===== src/core/cfd_pkg.sv =====
// Package: constants, types and register map for configuration decode
//
// Functional notes
// - Write protect field gates program memory writes
// - Two-speed start runs fast RC first
// - Initial oscillator code picks start-up clock
// - Switch mode field gates switching and monitor
// - Oscillator pin: clock out or GPIO
// - Primary oscillator mode decode, four modes
// - Fixed watchdog enable overrides software bit
// - Window field selects non-window or window
// - PLL switch waits for lock if enabled
// - Prescaler ratio 128 or 32
// - Postscaler power-of-two ratio from code
// - PWM pins tri-stated or driven at reset
// - High-side PWM polarity from field
// - Low-side PWM polarity from field
// - Power-up timer 2 ms doubling, 000 off
// - Debug channel pair select, 00 reserved
// - Hold execution twenty microseconds after power-on
// - Reapply hold-off after every power-down
// - Brown-out reset reselects clock from fields
// - PLL source holds clock until lock
package cfd_pkg;

  localparam logic [11:0] ADDR_GS   = 12'h000;
  localparam logic [11:0] ADDR_OSEL = 12'h004;
  localparam logic [11:0] ADDR_OCFG = 12'h008;
  localparam logic [11:0] ADDR_WDT  = 12'h00C;
  localparam logic [11:0] ADDR_POR  = 12'h010;
  localparam logic [11:0] ADDR_ICD  = 12'h014;
  localparam logic [11:0] ADDR_STAT = 12'h018;
  localparam logic [11:0] ADDR_CTRL = 12'h01C;

  // Field positions
  localparam int WRITE_PROT_BIT  = 0;
  localparam int OSC_SRC_LSB     = 0;
  localparam int TWO_SPEED_BIT   = 7;
  localparam int PRI_MODE_LSB    = 0;
  localparam int OSCIO_BIT       = 2;
  localparam int SWITCH_MODE_LSB = 6;
  localparam int POST_LSB        = 0;
  localparam int PRE_BIT         = 4;
  localparam int PLLK_BIT        = 5;
  localparam int WIN_BIT         = 6;
  localparam int WDT_FIXED_BIT   = 7;
  localparam int PWRUP_LSB       = 0;
  localparam int HIGH_POL_BIT    = 4;
  localparam int LOW_POL_BIT     = 5;
  localparam int PWM_PIN_BIT     = 6;
  localparam int DBG_CH_LSB      = 0;

  // Control register bits
  localparam int CTRL_SWDT_BIT = 0;
  localparam int CTRL_WAKE_BIT = 1;

  // Status register bits
  localparam int ST_RUN_BIT  = 0;
  localparam int ST_CLK_BIT  = 1;
  localparam int ST_LOCK_BIT = 2;
  localparam int ST_WDT_BIT  = 3;

  localparam logic [31:0] CLK_HZ         = 32'd250_000_000;
  localparam int          T_STARTUP_US   = 20;
  localparam int          STARTUP_CYC    = (T_STARTUP_US * 250 + 0) ;
  localparam int          PWRUP_BASE_MS  = 2;
  localparam int          PWRUP_BASE_CYC = PWRUP_BASE_MS * 250_000;
  localparam logic [7:0]  CFG_RESET      = 8'hFF;
  localparam logic [31:0] RDATA_UNMAPPED = 32'h0000_0000;

  typedef enum logic [2:0] {
    OSC_FAST_RC_DIV  = 3'b111,
    OSC_FAST_RC_16   = 3'b110,
    OSC_LOW_POWER_RC = 3'b101,
    OSC_SEC          = 3'b100,
    OSC_PRI_PLL      = 3'b011,
    OSC_PRI          = 3'b010,
    OSC_FAST_RC_PLL  = 3'b001,
    OSC_FAST_RC      = 3'b000
  } cfd_osc_e;

  typedef enum logic [1:0] {
    PM_OFF        = 2'b11,
    PM_HIGH_SPEED = 2'b10,
    PM_STD_XTAL   = 2'b01,
    PM_EXT_CLK    = 2'b00
  } cfd_pmode_e;

  typedef enum logic [3:0] {
    ST_STARTUP = 4'b0001,
    ST_PWRUP   = 4'b0010,
    ST_LOCK    = 4'b0100,
    ST_RUN     = 4'b1000
  } cfd_state_e;

  typedef struct packed {
    logic       flash_write_en;
    cfd_osc_e   clk_source;
    logic       two_speed;
    logic       clk_switch_en;
    logic       fail_safe_en;
    cfd_pmode_e pri_mode;
    logic       osc_pin_clkout;
    logic       osc_pin_gpio;
    logic       pll_lock_wait;
  } cfd_clk_s;

  typedef struct packed {
    logic        wdt_run;
    logic        low_power_internal_rc_on;
    logic        window_mode;
    logic [7:0]  pre_ratio_log2;
    logic [4:0]  post_ratio_log2;
  } cfd_wdt_s;

  typedef struct packed {
    logic       pins_tristate;
    logic       high_active_high;
    logic       low_active_high;
    logic [1:0] debug_pair;
    logic       debug_reserved;
  } cfd_pwm_s;

endpackage


===== src/core/cfd_decode.sv =====
// Configuration word latch, decode, start-up sequencer and APB view
//
// Local design decisions: the register offsets and the APB interface to the registers.
module cfd_decode
  import cfd_pkg::*;
#(
  parameter int STARTUP_CYCLES = STARTUP_CYC,
  parameter int PWRUP_UNIT_CYC = PWRUP_BASE_CYC
)(
  input  wire logic        pclk,
  input  wire logic        presetn,
  input  wire logic        psel,
  input  wire logic        penable,
  input  wire logic        pwrite,
  input  wire logic [11:0] paddr,
  input  wire logic [31:0] pwdata,
  output logic      [31:0] prdata,
  output logic             pready,
  output logic             pslverr,
  input  wire logic [7:0]  nv_general_segment,
  input  wire logic [7:0]  nv_osc_select,
  input  wire logic [7:0]  nv_osc_config,
  input  wire logic [7:0]  nv_watchdog,
  input  wire logic [7:0]  nv_power_on,
  input  wire logic [7:0]  nv_debug,
  input  wire logic        brownout_reset,
  input  wire logic        power_down,
  input  wire logic        pll_locked,
  input  wire logic        selected_osc_ready,
  output cfd_clk_s         clk_cfg,
  output cfd_wdt_s         wdt_cfg,
  output cfd_pwm_s         pwm_cfg,
  output logic             code_run,
  output logic             sys_clk_hold,
  output logic             on_selected_src
);

  ////////////////////////////////////////////////////////////////////////////
  // Configuration latch
  logic [7:0] gs_q, osel_q, ocfg_q, wdt_q, por_q, icd_q;
  logic [7:0] gs_d, osel_d, ocfg_d, wdt_d, por_d, icd_d;
  logic       load_q, load_d;

  // Words reload only at reset release or brown-out, never while running
  always_comb
  begin
    load_d = 1'b0;
    gs_d   = gs_q;
    osel_d = osel_q;
    ocfg_d = ocfg_q;
    wdt_d  = wdt_q;
    por_d  = por_q;
    icd_d  = icd_q;
    if (load_q || brownout_reset)
    begin
      gs_d   = nv_general_segment;
      osel_d = nv_osc_select;
      ocfg_d = nv_osc_config;
      wdt_d  = nv_watchdog;
      por_d  = nv_power_on;
      icd_d  = nv_debug;
    end
  end

  always_ff @(posedge pclk or negedge presetn)
  begin
    if (!presetn)
    begin
      load_q <= 1'b1;
      gs_q   <= CFG_RESET;
      osel_q <= CFG_RESET;
      ocfg_q <= CFG_RESET;
      wdt_q  <= CFG_RESET;
      por_q  <= CFG_RESET;
      icd_q  <= CFG_RESET;
    end
    else
    begin
      load_q <= load_d;
      gs_q   <= gs_d;
      osel_q <= osel_d;
      ocfg_q <= ocfg_d;
      wdt_q  <= wdt_d;
      por_q  <= por_d;
      icd_q  <= icd_d;
    end
  end

  ////////////////////////////////////////////////////////////////////////////
  // Sequencer: regulator start-up, power-up timer, PLL lock
  cfd_state_e  st_q, st_d;
  logic [31:0] cnt_q, cnt_d;
  logic        swdt_q, swdt_d;
  logic [31:0] pwrup_cycles;
  logic        uses_pll;
  logic        resume_q, resume_d;
  logic        wake_req;

  assign uses_pll = (osel_q[OSC_SRC_LSB +: 3] == OSC_PRI_PLL) ||
                    (osel_q[OSC_SRC_LSB +: 3] == OSC_FAST_RC_PLL);

  // Software wake strobe replays the hold-off
  assign wake_req = psel && penable && pwrite && (paddr == ADDR_CTRL) && pwdata[CTRL_WAKE_BIT];

  // Code 000 gives zero length: timer skipped
  always_comb
  begin
    pwrup_cycles = 32'd0;
    if (por_q[PWRUP_LSB +: 3] != 3'b000)
      pwrup_cycles = 32'(PWRUP_UNIT_CYC) << (por_q[PWRUP_LSB +: 3] - 3'd1);
  end

  always_comb
  begin
    st_d     = st_q;
    cnt_d    = cnt_q;
    if (power_down || brownout_reset || resume_q)
    begin
      st_d  = ST_STARTUP;
      cnt_d = 32'd0;
    end
    else
    begin
      unique case (st_q)
        ST_STARTUP:
        begin
          if (cnt_q >= 32'(STARTUP_CYCLES - 1))
          begin
            st_d  = ST_PWRUP;
            cnt_d = 32'd0;
          end
          else
            cnt_d = cnt_q + 32'd1;
        end
        ST_PWRUP:
        begin
          if (cnt_q >= pwrup_cycles)
          begin
            st_d  = ST_LOCK;
            cnt_d = 32'd0;
          end
          else
            cnt_d = cnt_q + 32'd1;
        end
        ST_LOCK:
        begin
          if (!uses_pll || pll_locked)
            st_d = ST_RUN;
        end
        ST_RUN:
        begin
          st_d = ST_RUN;
        end
      endcase
    end
  end

  always_comb
  begin
    swdt_d   = swdt_q;
    resume_d = wake_req;
    if (psel && penable && pwrite && paddr == ADDR_CTRL)
    begin
      swdt_d = pwdata[CTRL_SWDT_BIT];
    end
  end

  always_ff @(posedge pclk or negedge presetn)
  begin
    if (!presetn)
    begin
      st_q     <= ST_STARTUP;
      cnt_q    <= 32'd0;
      swdt_q   <= 1'b0;
      resume_q <= 1'b0;
    end
    else
    begin
      st_q     <= st_d;
      cnt_q    <= cnt_d;
      swdt_q   <= swdt_d;
      resume_q <= resume_d;
    end
  end

  assign code_run     = (st_q == ST_RUN);
  assign sys_clk_hold = (st_q == ST_LOCK) && uses_pll && !pll_locked;

  ////////////////////////////////////////////////////////////////////////////
  // Two-speed start: fast RC until selected source reports ready
  logic sel_q, sel_d;

  always_comb
  begin
    sel_d = sel_q;
    if (!osel_q[TWO_SPEED_BIT])
      sel_d = 1'b1;
    else if (selected_osc_ready && (!uses_pll || !wdt_q[PLLK_BIT] || pll_locked))
      sel_d = 1'b1;
    if (brownout_reset || power_down)
      sel_d = 1'b0;
  end

  always_ff @(posedge pclk or negedge presetn)
  begin
    if (!presetn)
      sel_q <= 1'b0;
    else
      sel_q <= sel_d;
  end

  assign on_selected_src = sel_q;

  ////////////////////////////////////////////////////////////////////////////
  // Decoded settings
  logic crystal_mode;
  assign crystal_mode = (ocfg_q[PRI_MODE_LSB +: 2] == PM_HIGH_SPEED) ||
                        (ocfg_q[PRI_MODE_LSB +: 2] == PM_STD_XTAL);

  always_comb
  begin
    clk_cfg.flash_write_en = gs_q[WRITE_PROT_BIT];
    clk_cfg.clk_source     = cfd_osc_e'(osel_q[OSC_SRC_LSB +: 3]);
    clk_cfg.two_speed      = osel_q[TWO_SPEED_BIT];
    clk_cfg.clk_switch_en  = !ocfg_q[SWITCH_MODE_LSB + 1];
    clk_cfg.fail_safe_en   = (ocfg_q[SWITCH_MODE_LSB +: 2] == 2'b00);
    clk_cfg.pri_mode       = cfd_pmode_e'(ocfg_q[PRI_MODE_LSB +: 2]);
    clk_cfg.osc_pin_clkout = !crystal_mode && ocfg_q[OSCIO_BIT];
    clk_cfg.osc_pin_gpio   = !crystal_mode && !ocfg_q[OSCIO_BIT];
    clk_cfg.pll_lock_wait  = wdt_q[PLLK_BIT];
    wdt_cfg.wdt_run         = wdt_q[WDT_FIXED_BIT] || swdt_q;
    wdt_cfg.low_power_internal_rc_on         = wdt_q[WDT_FIXED_BIT] || swdt_q;
    wdt_cfg.window_mode     = !wdt_q[WIN_BIT];
    wdt_cfg.pre_ratio_log2  = wdt_q[PRE_BIT] ? 8'd7 : 8'd5;
    wdt_cfg.post_ratio_log2 = {1'b0, wdt_q[POST_LSB +: 4]};
    pwm_cfg.pins_tristate    = por_q[PWM_PIN_BIT];
    pwm_cfg.high_active_high = por_q[HIGH_POL_BIT];
    pwm_cfg.low_active_high  = por_q[LOW_POL_BIT];
    pwm_cfg.debug_pair       = 2'd3 - icd_q[DBG_CH_LSB +: 2];
    pwm_cfg.debug_reserved   = (icd_q[DBG_CH_LSB +: 2] == 2'b00);
  end

  ////////////////////////////////////////////////////////////////////////////
  // APB slave: zero wait states, words read-only except control
  assign pready = 1'b1;

  always_comb
  begin
    pslverr = 1'b0;
    prdata  = RDATA_UNMAPPED;
    unique case (paddr)
      ADDR_GS:   prdata = {24'h0000_00, gs_q};
      ADDR_OSEL: prdata = {24'h0000_00, osel_q};
      ADDR_OCFG: prdata = {24'h0000_00, ocfg_q};
      ADDR_WDT:  prdata = {24'h0000_00, wdt_q};
      ADDR_POR:  prdata = {24'h0000_00, por_q};
      ADDR_ICD:  prdata = {24'h0000_00, icd_q};
      ADDR_STAT: prdata = {28'h000_0000, wdt_cfg.wdt_run, pll_locked, sel_q, code_run};
      ADDR_CTRL: prdata = {31'h0000_0000, swdt_q};
      default:   pslverr = psel && penable;
    endcase
  end

endmodule


===== config.mk =====
export PLATFORM = sky130hd
export DESIGN_NAME = cfd_decode
export DESIGN_NICKNAME = d
export VERILOG_FILES = /design/src/core/cfd_pkg.sv /design/src/core/cfd_decode.sv
export SDC_FILE = /design/constraint.sdc
export NUM_CORES = 1
export LEC_CHECK = 0
export BUFFER_PORTS_ARGS = -buffer_cell sky130_fd_sc_hd__buf_4
export CORE_ASPECT_RATIO = 0.6
export CORE_MARGIN = 2
export CORE_UTILIZATION = 35
export DETAILED_ROUTE_END_ITERATION = 10
export PLACE_DENSITY_LB_ADDON = 0.3
export SYNTH_ARGS = -nofsm -noshare
export SYNTH_HDL_FRONTEND = slang
export SYNTH_SLANG_ARGS = --single-unit

===== constraint.sdc =====
create_clock -name pclk -period 9.97 [get_ports pclk]
set_input_delay 0.997 -clock pclk [delete_from_list [all_inputs] [get_ports pclk]]
set_output_delay 0.997 -clock pclk [all_outputs]
set_load 0.005 [all_outputs]

==> run summary <==
The flow ran to the end, and the final reports show no timing, DRC or antenna violations. The mean number of vias per cell is 5.39. For the pin with the worst max-slew slack, the measured transition is 1130 ps.

For this block, the routed nets add up to 15.4 mm of wire. Flip-flop cell with the highest count after synthesis: dfstp_2. The switching portion of total power works out to 0.270. The tree is rooted in a clkbuf_16. The number of max-slew violations in the final report is 0, and the number of remaining DRC errors is 0. The analysis attributes to cell leakage a power of 2.94 nW. In this run the power density over the cells is 133 mW/mm2. The count of maximum capacitance violations was 0; the post-CTS setup repair buffer count was 0.

The logs give 0.170 for the part of the power in combinational logic and 0 for the antenna violation net count after detailed routing. The run gives 65.6 uV as the largest voltage drop on the vdd net. The min-delay analysis places its worst path in the category reg2reg. Compared with the post-synthesis result, the final layout area differs by 18.1%. CTS built an H-tree with a depth of 3. The mean routed wirelength per cell came out at 17.5 um.

The floorplan step defined a core boundary enclosing 0.0162 mm2. By startpoint and endpoint, the worst setup path is classified as reg2reg. The initialized floorplan defines 36 standard-cell rows. At the end of the flow, the number of nets in the layout was 795. The design internal power was 0.661 mW.

The die height is 103 um. The logs give 4 for the length of the first detailed-routing pass in iterations and 0.233 for the relative max-transition margin. Derived from the worst setup path, the maximum achievable clock frequency is 0.229 GHz. STA classifies the critical path endpoint as a flip-flop. In this run the power spent charging and discharging nets is 0.244 mW. The fraction of the yosys area taken by sequential cells was 0.393.

The logs give 4540 ps for the critical path data arrival time and 2 for the maximum number of buffers from clock root to sink. The core occupancy in the finished layout is 0.421, and the worst hold-check slack is 485 ps. The number of antenna violations at the first check in global routing came out at 0. The initial standard-cell utilization of the core came out at 0.356. The setup-violating endpoint count in the final report is 0, and the placed wire-length estimate after detailed placement is 11.5 mm. At the end of routability-driven placement, the weighted congestion stood at 0.818.

The run gives 0.176 as the aggregate global-route resource usage. The tools report the synthesized instance count as 585. The logs give 0.448 for the part of the total power dissipated in sequential elements and 0 for the number of hold buffers added after CTS. The number of global-route vias before repair is 4393, and the number of warnings printed during yosys synthesis is 0. Measured along the x axis, the die boundary spans 170 um.

Entering global routing, the biggest net connects 85 pins. The count of final hold-check violations was 0. The number of synthesized flops with an enable pin came out at 0. The share of async-settable or async-resettable flops after synthesis is 1.00.

The run gives 0 ps as the summed negative setup slack over all endpoints. 0 antenna diodes ended up in the layout. Clock-pin slew was measured on the worst setup and hold paths at 70 ps. The final critical-path share of the clock period was 0.437; the total overflow reported by the global router was 0. The clock insertion delay at the later pin of the skew report was 340 ps. STA puts the critical path data required time at 10150 ps. Post-route worst setup slack: 5610 ps. The number of different library cells used by synthesis comes to 61.

The power share of the clock group was 0.382; the number of register bits inferred by synthesis was 88. On the final layout, the worst clock skew is 6.62 ps. TritonCTS built the clock tree.

The worst setup path is launched from a flip-flop. Subtracting the final worst setup slack from the clock period gives 4360 ps. At the placement stage, the worst setup path has a slack of 5700 ps. The proportion of layout cells with a drive suffix above 1 is 0.362, and the post-synth design cell area is 0.00576 mm2. The post-synthesis average cell area is 9.85 um2, and the top-level port count is 172. After clock tree synthesis, the repair step resized 0 gates. The tools report the clock buffer count from CTS as 9. Input and output buffers added on the ports amount to 108. Counting every sink on the clock net gives 88. The die area was 0.0175 mm2; the maximum net fanout on the critical path was 24.

The first-pass GRT wire length was 23.9 mm; the number of DRC markers in iteration 0 was 343. Setup repair after global routing left no endpoint under its margin. The tools report the total via count after detailed routing as 4733.
-- kinds of logic (layout without fill, tap and decap cells) --
logic type | after synthesis | in the layout | share of synthesized area
other | 2 | 34 | 0.00130
buffers and inverters | 96 | 148 | 0.0964
DFF | 88 | 88 | 0.393
and+or+nand+nor | 183 | 183 | 0.170
muxes | 68 | 68 | 0.136
adders and majority gates | 30 | 30 | 0.0651
AOI/OAI and AO/OA | 113 | 113 | 0.131
xor gates and xnor gates | 5 | 5 | 0.00760
-- power groups by stage --
stage          registers (mW)  logic, mW  clock network [mW]
2_1_floorplan           0.403      0.107                   0
3_3_place_gp            0.410      0.148                   0
3_5_place_dp            0.411      0.154                   0
4_1_cts                 0.405      0.154               0.354
5_1_grt                 0.409      0.170               0.368
6_report                0.405      0.154               0.346
-- state kept, by name (all words and copies together) (netlist names) --
signal,cells
resume_q,1
wdt_q,8
ocfg_q,8
icd_q,8
gs_q,8
cnt_q,32
st_q,4
swdt_q,1
on_selected_src,1
load_q,1
por_q,8
osel_q,8
-- routing by layer --
metal  track usage  part of all wire  up-vias
met1         0.271              0.50     2332
met4        0.0487            0.0058        0
met5             0                 0        -
met3        0.0377             0.075        4
li1              -                 -     2209
met2         0.245              0.42      188
-- per-stage QoR --
stage	cells	cell area [um2]	power, mW
global route	878	6810	0.947
finish	878	6810	0.905
global placement	862	6510	0.558
floorplan	617	5880	0.510
detailed placement	862	6510	0.565
CTS	878	6810	0.914
-- area by class of cell --
cell class	count	area, um2
clock buffer	10	229
clock inverter	6	68.8
fill	1595	9370
inverter	21	78.8
multi-input combinational	433	3070
sequential	88	2260
tap	209	262
timing repair buffer	111	833
-- placed cells by master (no fill, tap or decap), types with 7 or more instances in the layout --
cell         n
buf_4      111
mux2_2      53
dfstp_2     50
nor2_1      47
dfrtp_1     38
conb_1      34
nand2_1     32
ha_1        30
nand3_1     27
a21oi_1     26
inv_1       21
o21ai_0     20
a31oi_1     16
mux2i_1     12
nor3_1      10
nand4_1      9
clkbuf_16    9
and2_1       8
a311oi_1     7
and3_1       7
o211ai_1     7
-- final timing paths --
check	start	cells after the start	end	slack [ps]
min in group asynchronous	presetn	1	icd_q[1]	620
hold / removal	cnt_q[28]	1	cnt_q[28]	480
max in group asynchronous	presetn	2	st_q[2]	8280
hold reg to reg	cnt_q[28]	1	cnt_q[28]	480
setup reg to reg	por_q[0]	14	cnt_q[3]	5610
setup / recovery	por_q[0]	14	cnt_q[3]	5610
-- critical path: stages (launching register included) --
cell	delay, ps
dfstp_2	640
inv_1	110
ha_1	300
nor3_1	270
a21o_1	230
and2_1	210
a21oi_1	70
ha_1	290
nand2_1	80
a2111oi_0	380
a211oi_1	130
o211a_1	250
buf_4	220
nor2_1	810
o211ai_1	200
-- cells in the mapped netlist, types with 16 or more instances --
library cell | number | area (um2)
a21oi_1 | 26 | 130
a31oi_1 | 16 | 100
buf_4 | 51 | 383
clkbuf_1 | 17 | 63.8
dfrtp_1 | 38 | 951
dfstp_2 | 50 | 1310
ha_1 | 30 | 375
inv_1 | 21 | 78.8
mux2_2 | 53 | 597
nand2_1 | 32 | 120
nand3_1 | 27 | 135
nor2_1 | 48 | 180
o21ai_0 | 20 | 100
No activity file was read; power rests on OpenSTA's default activity.
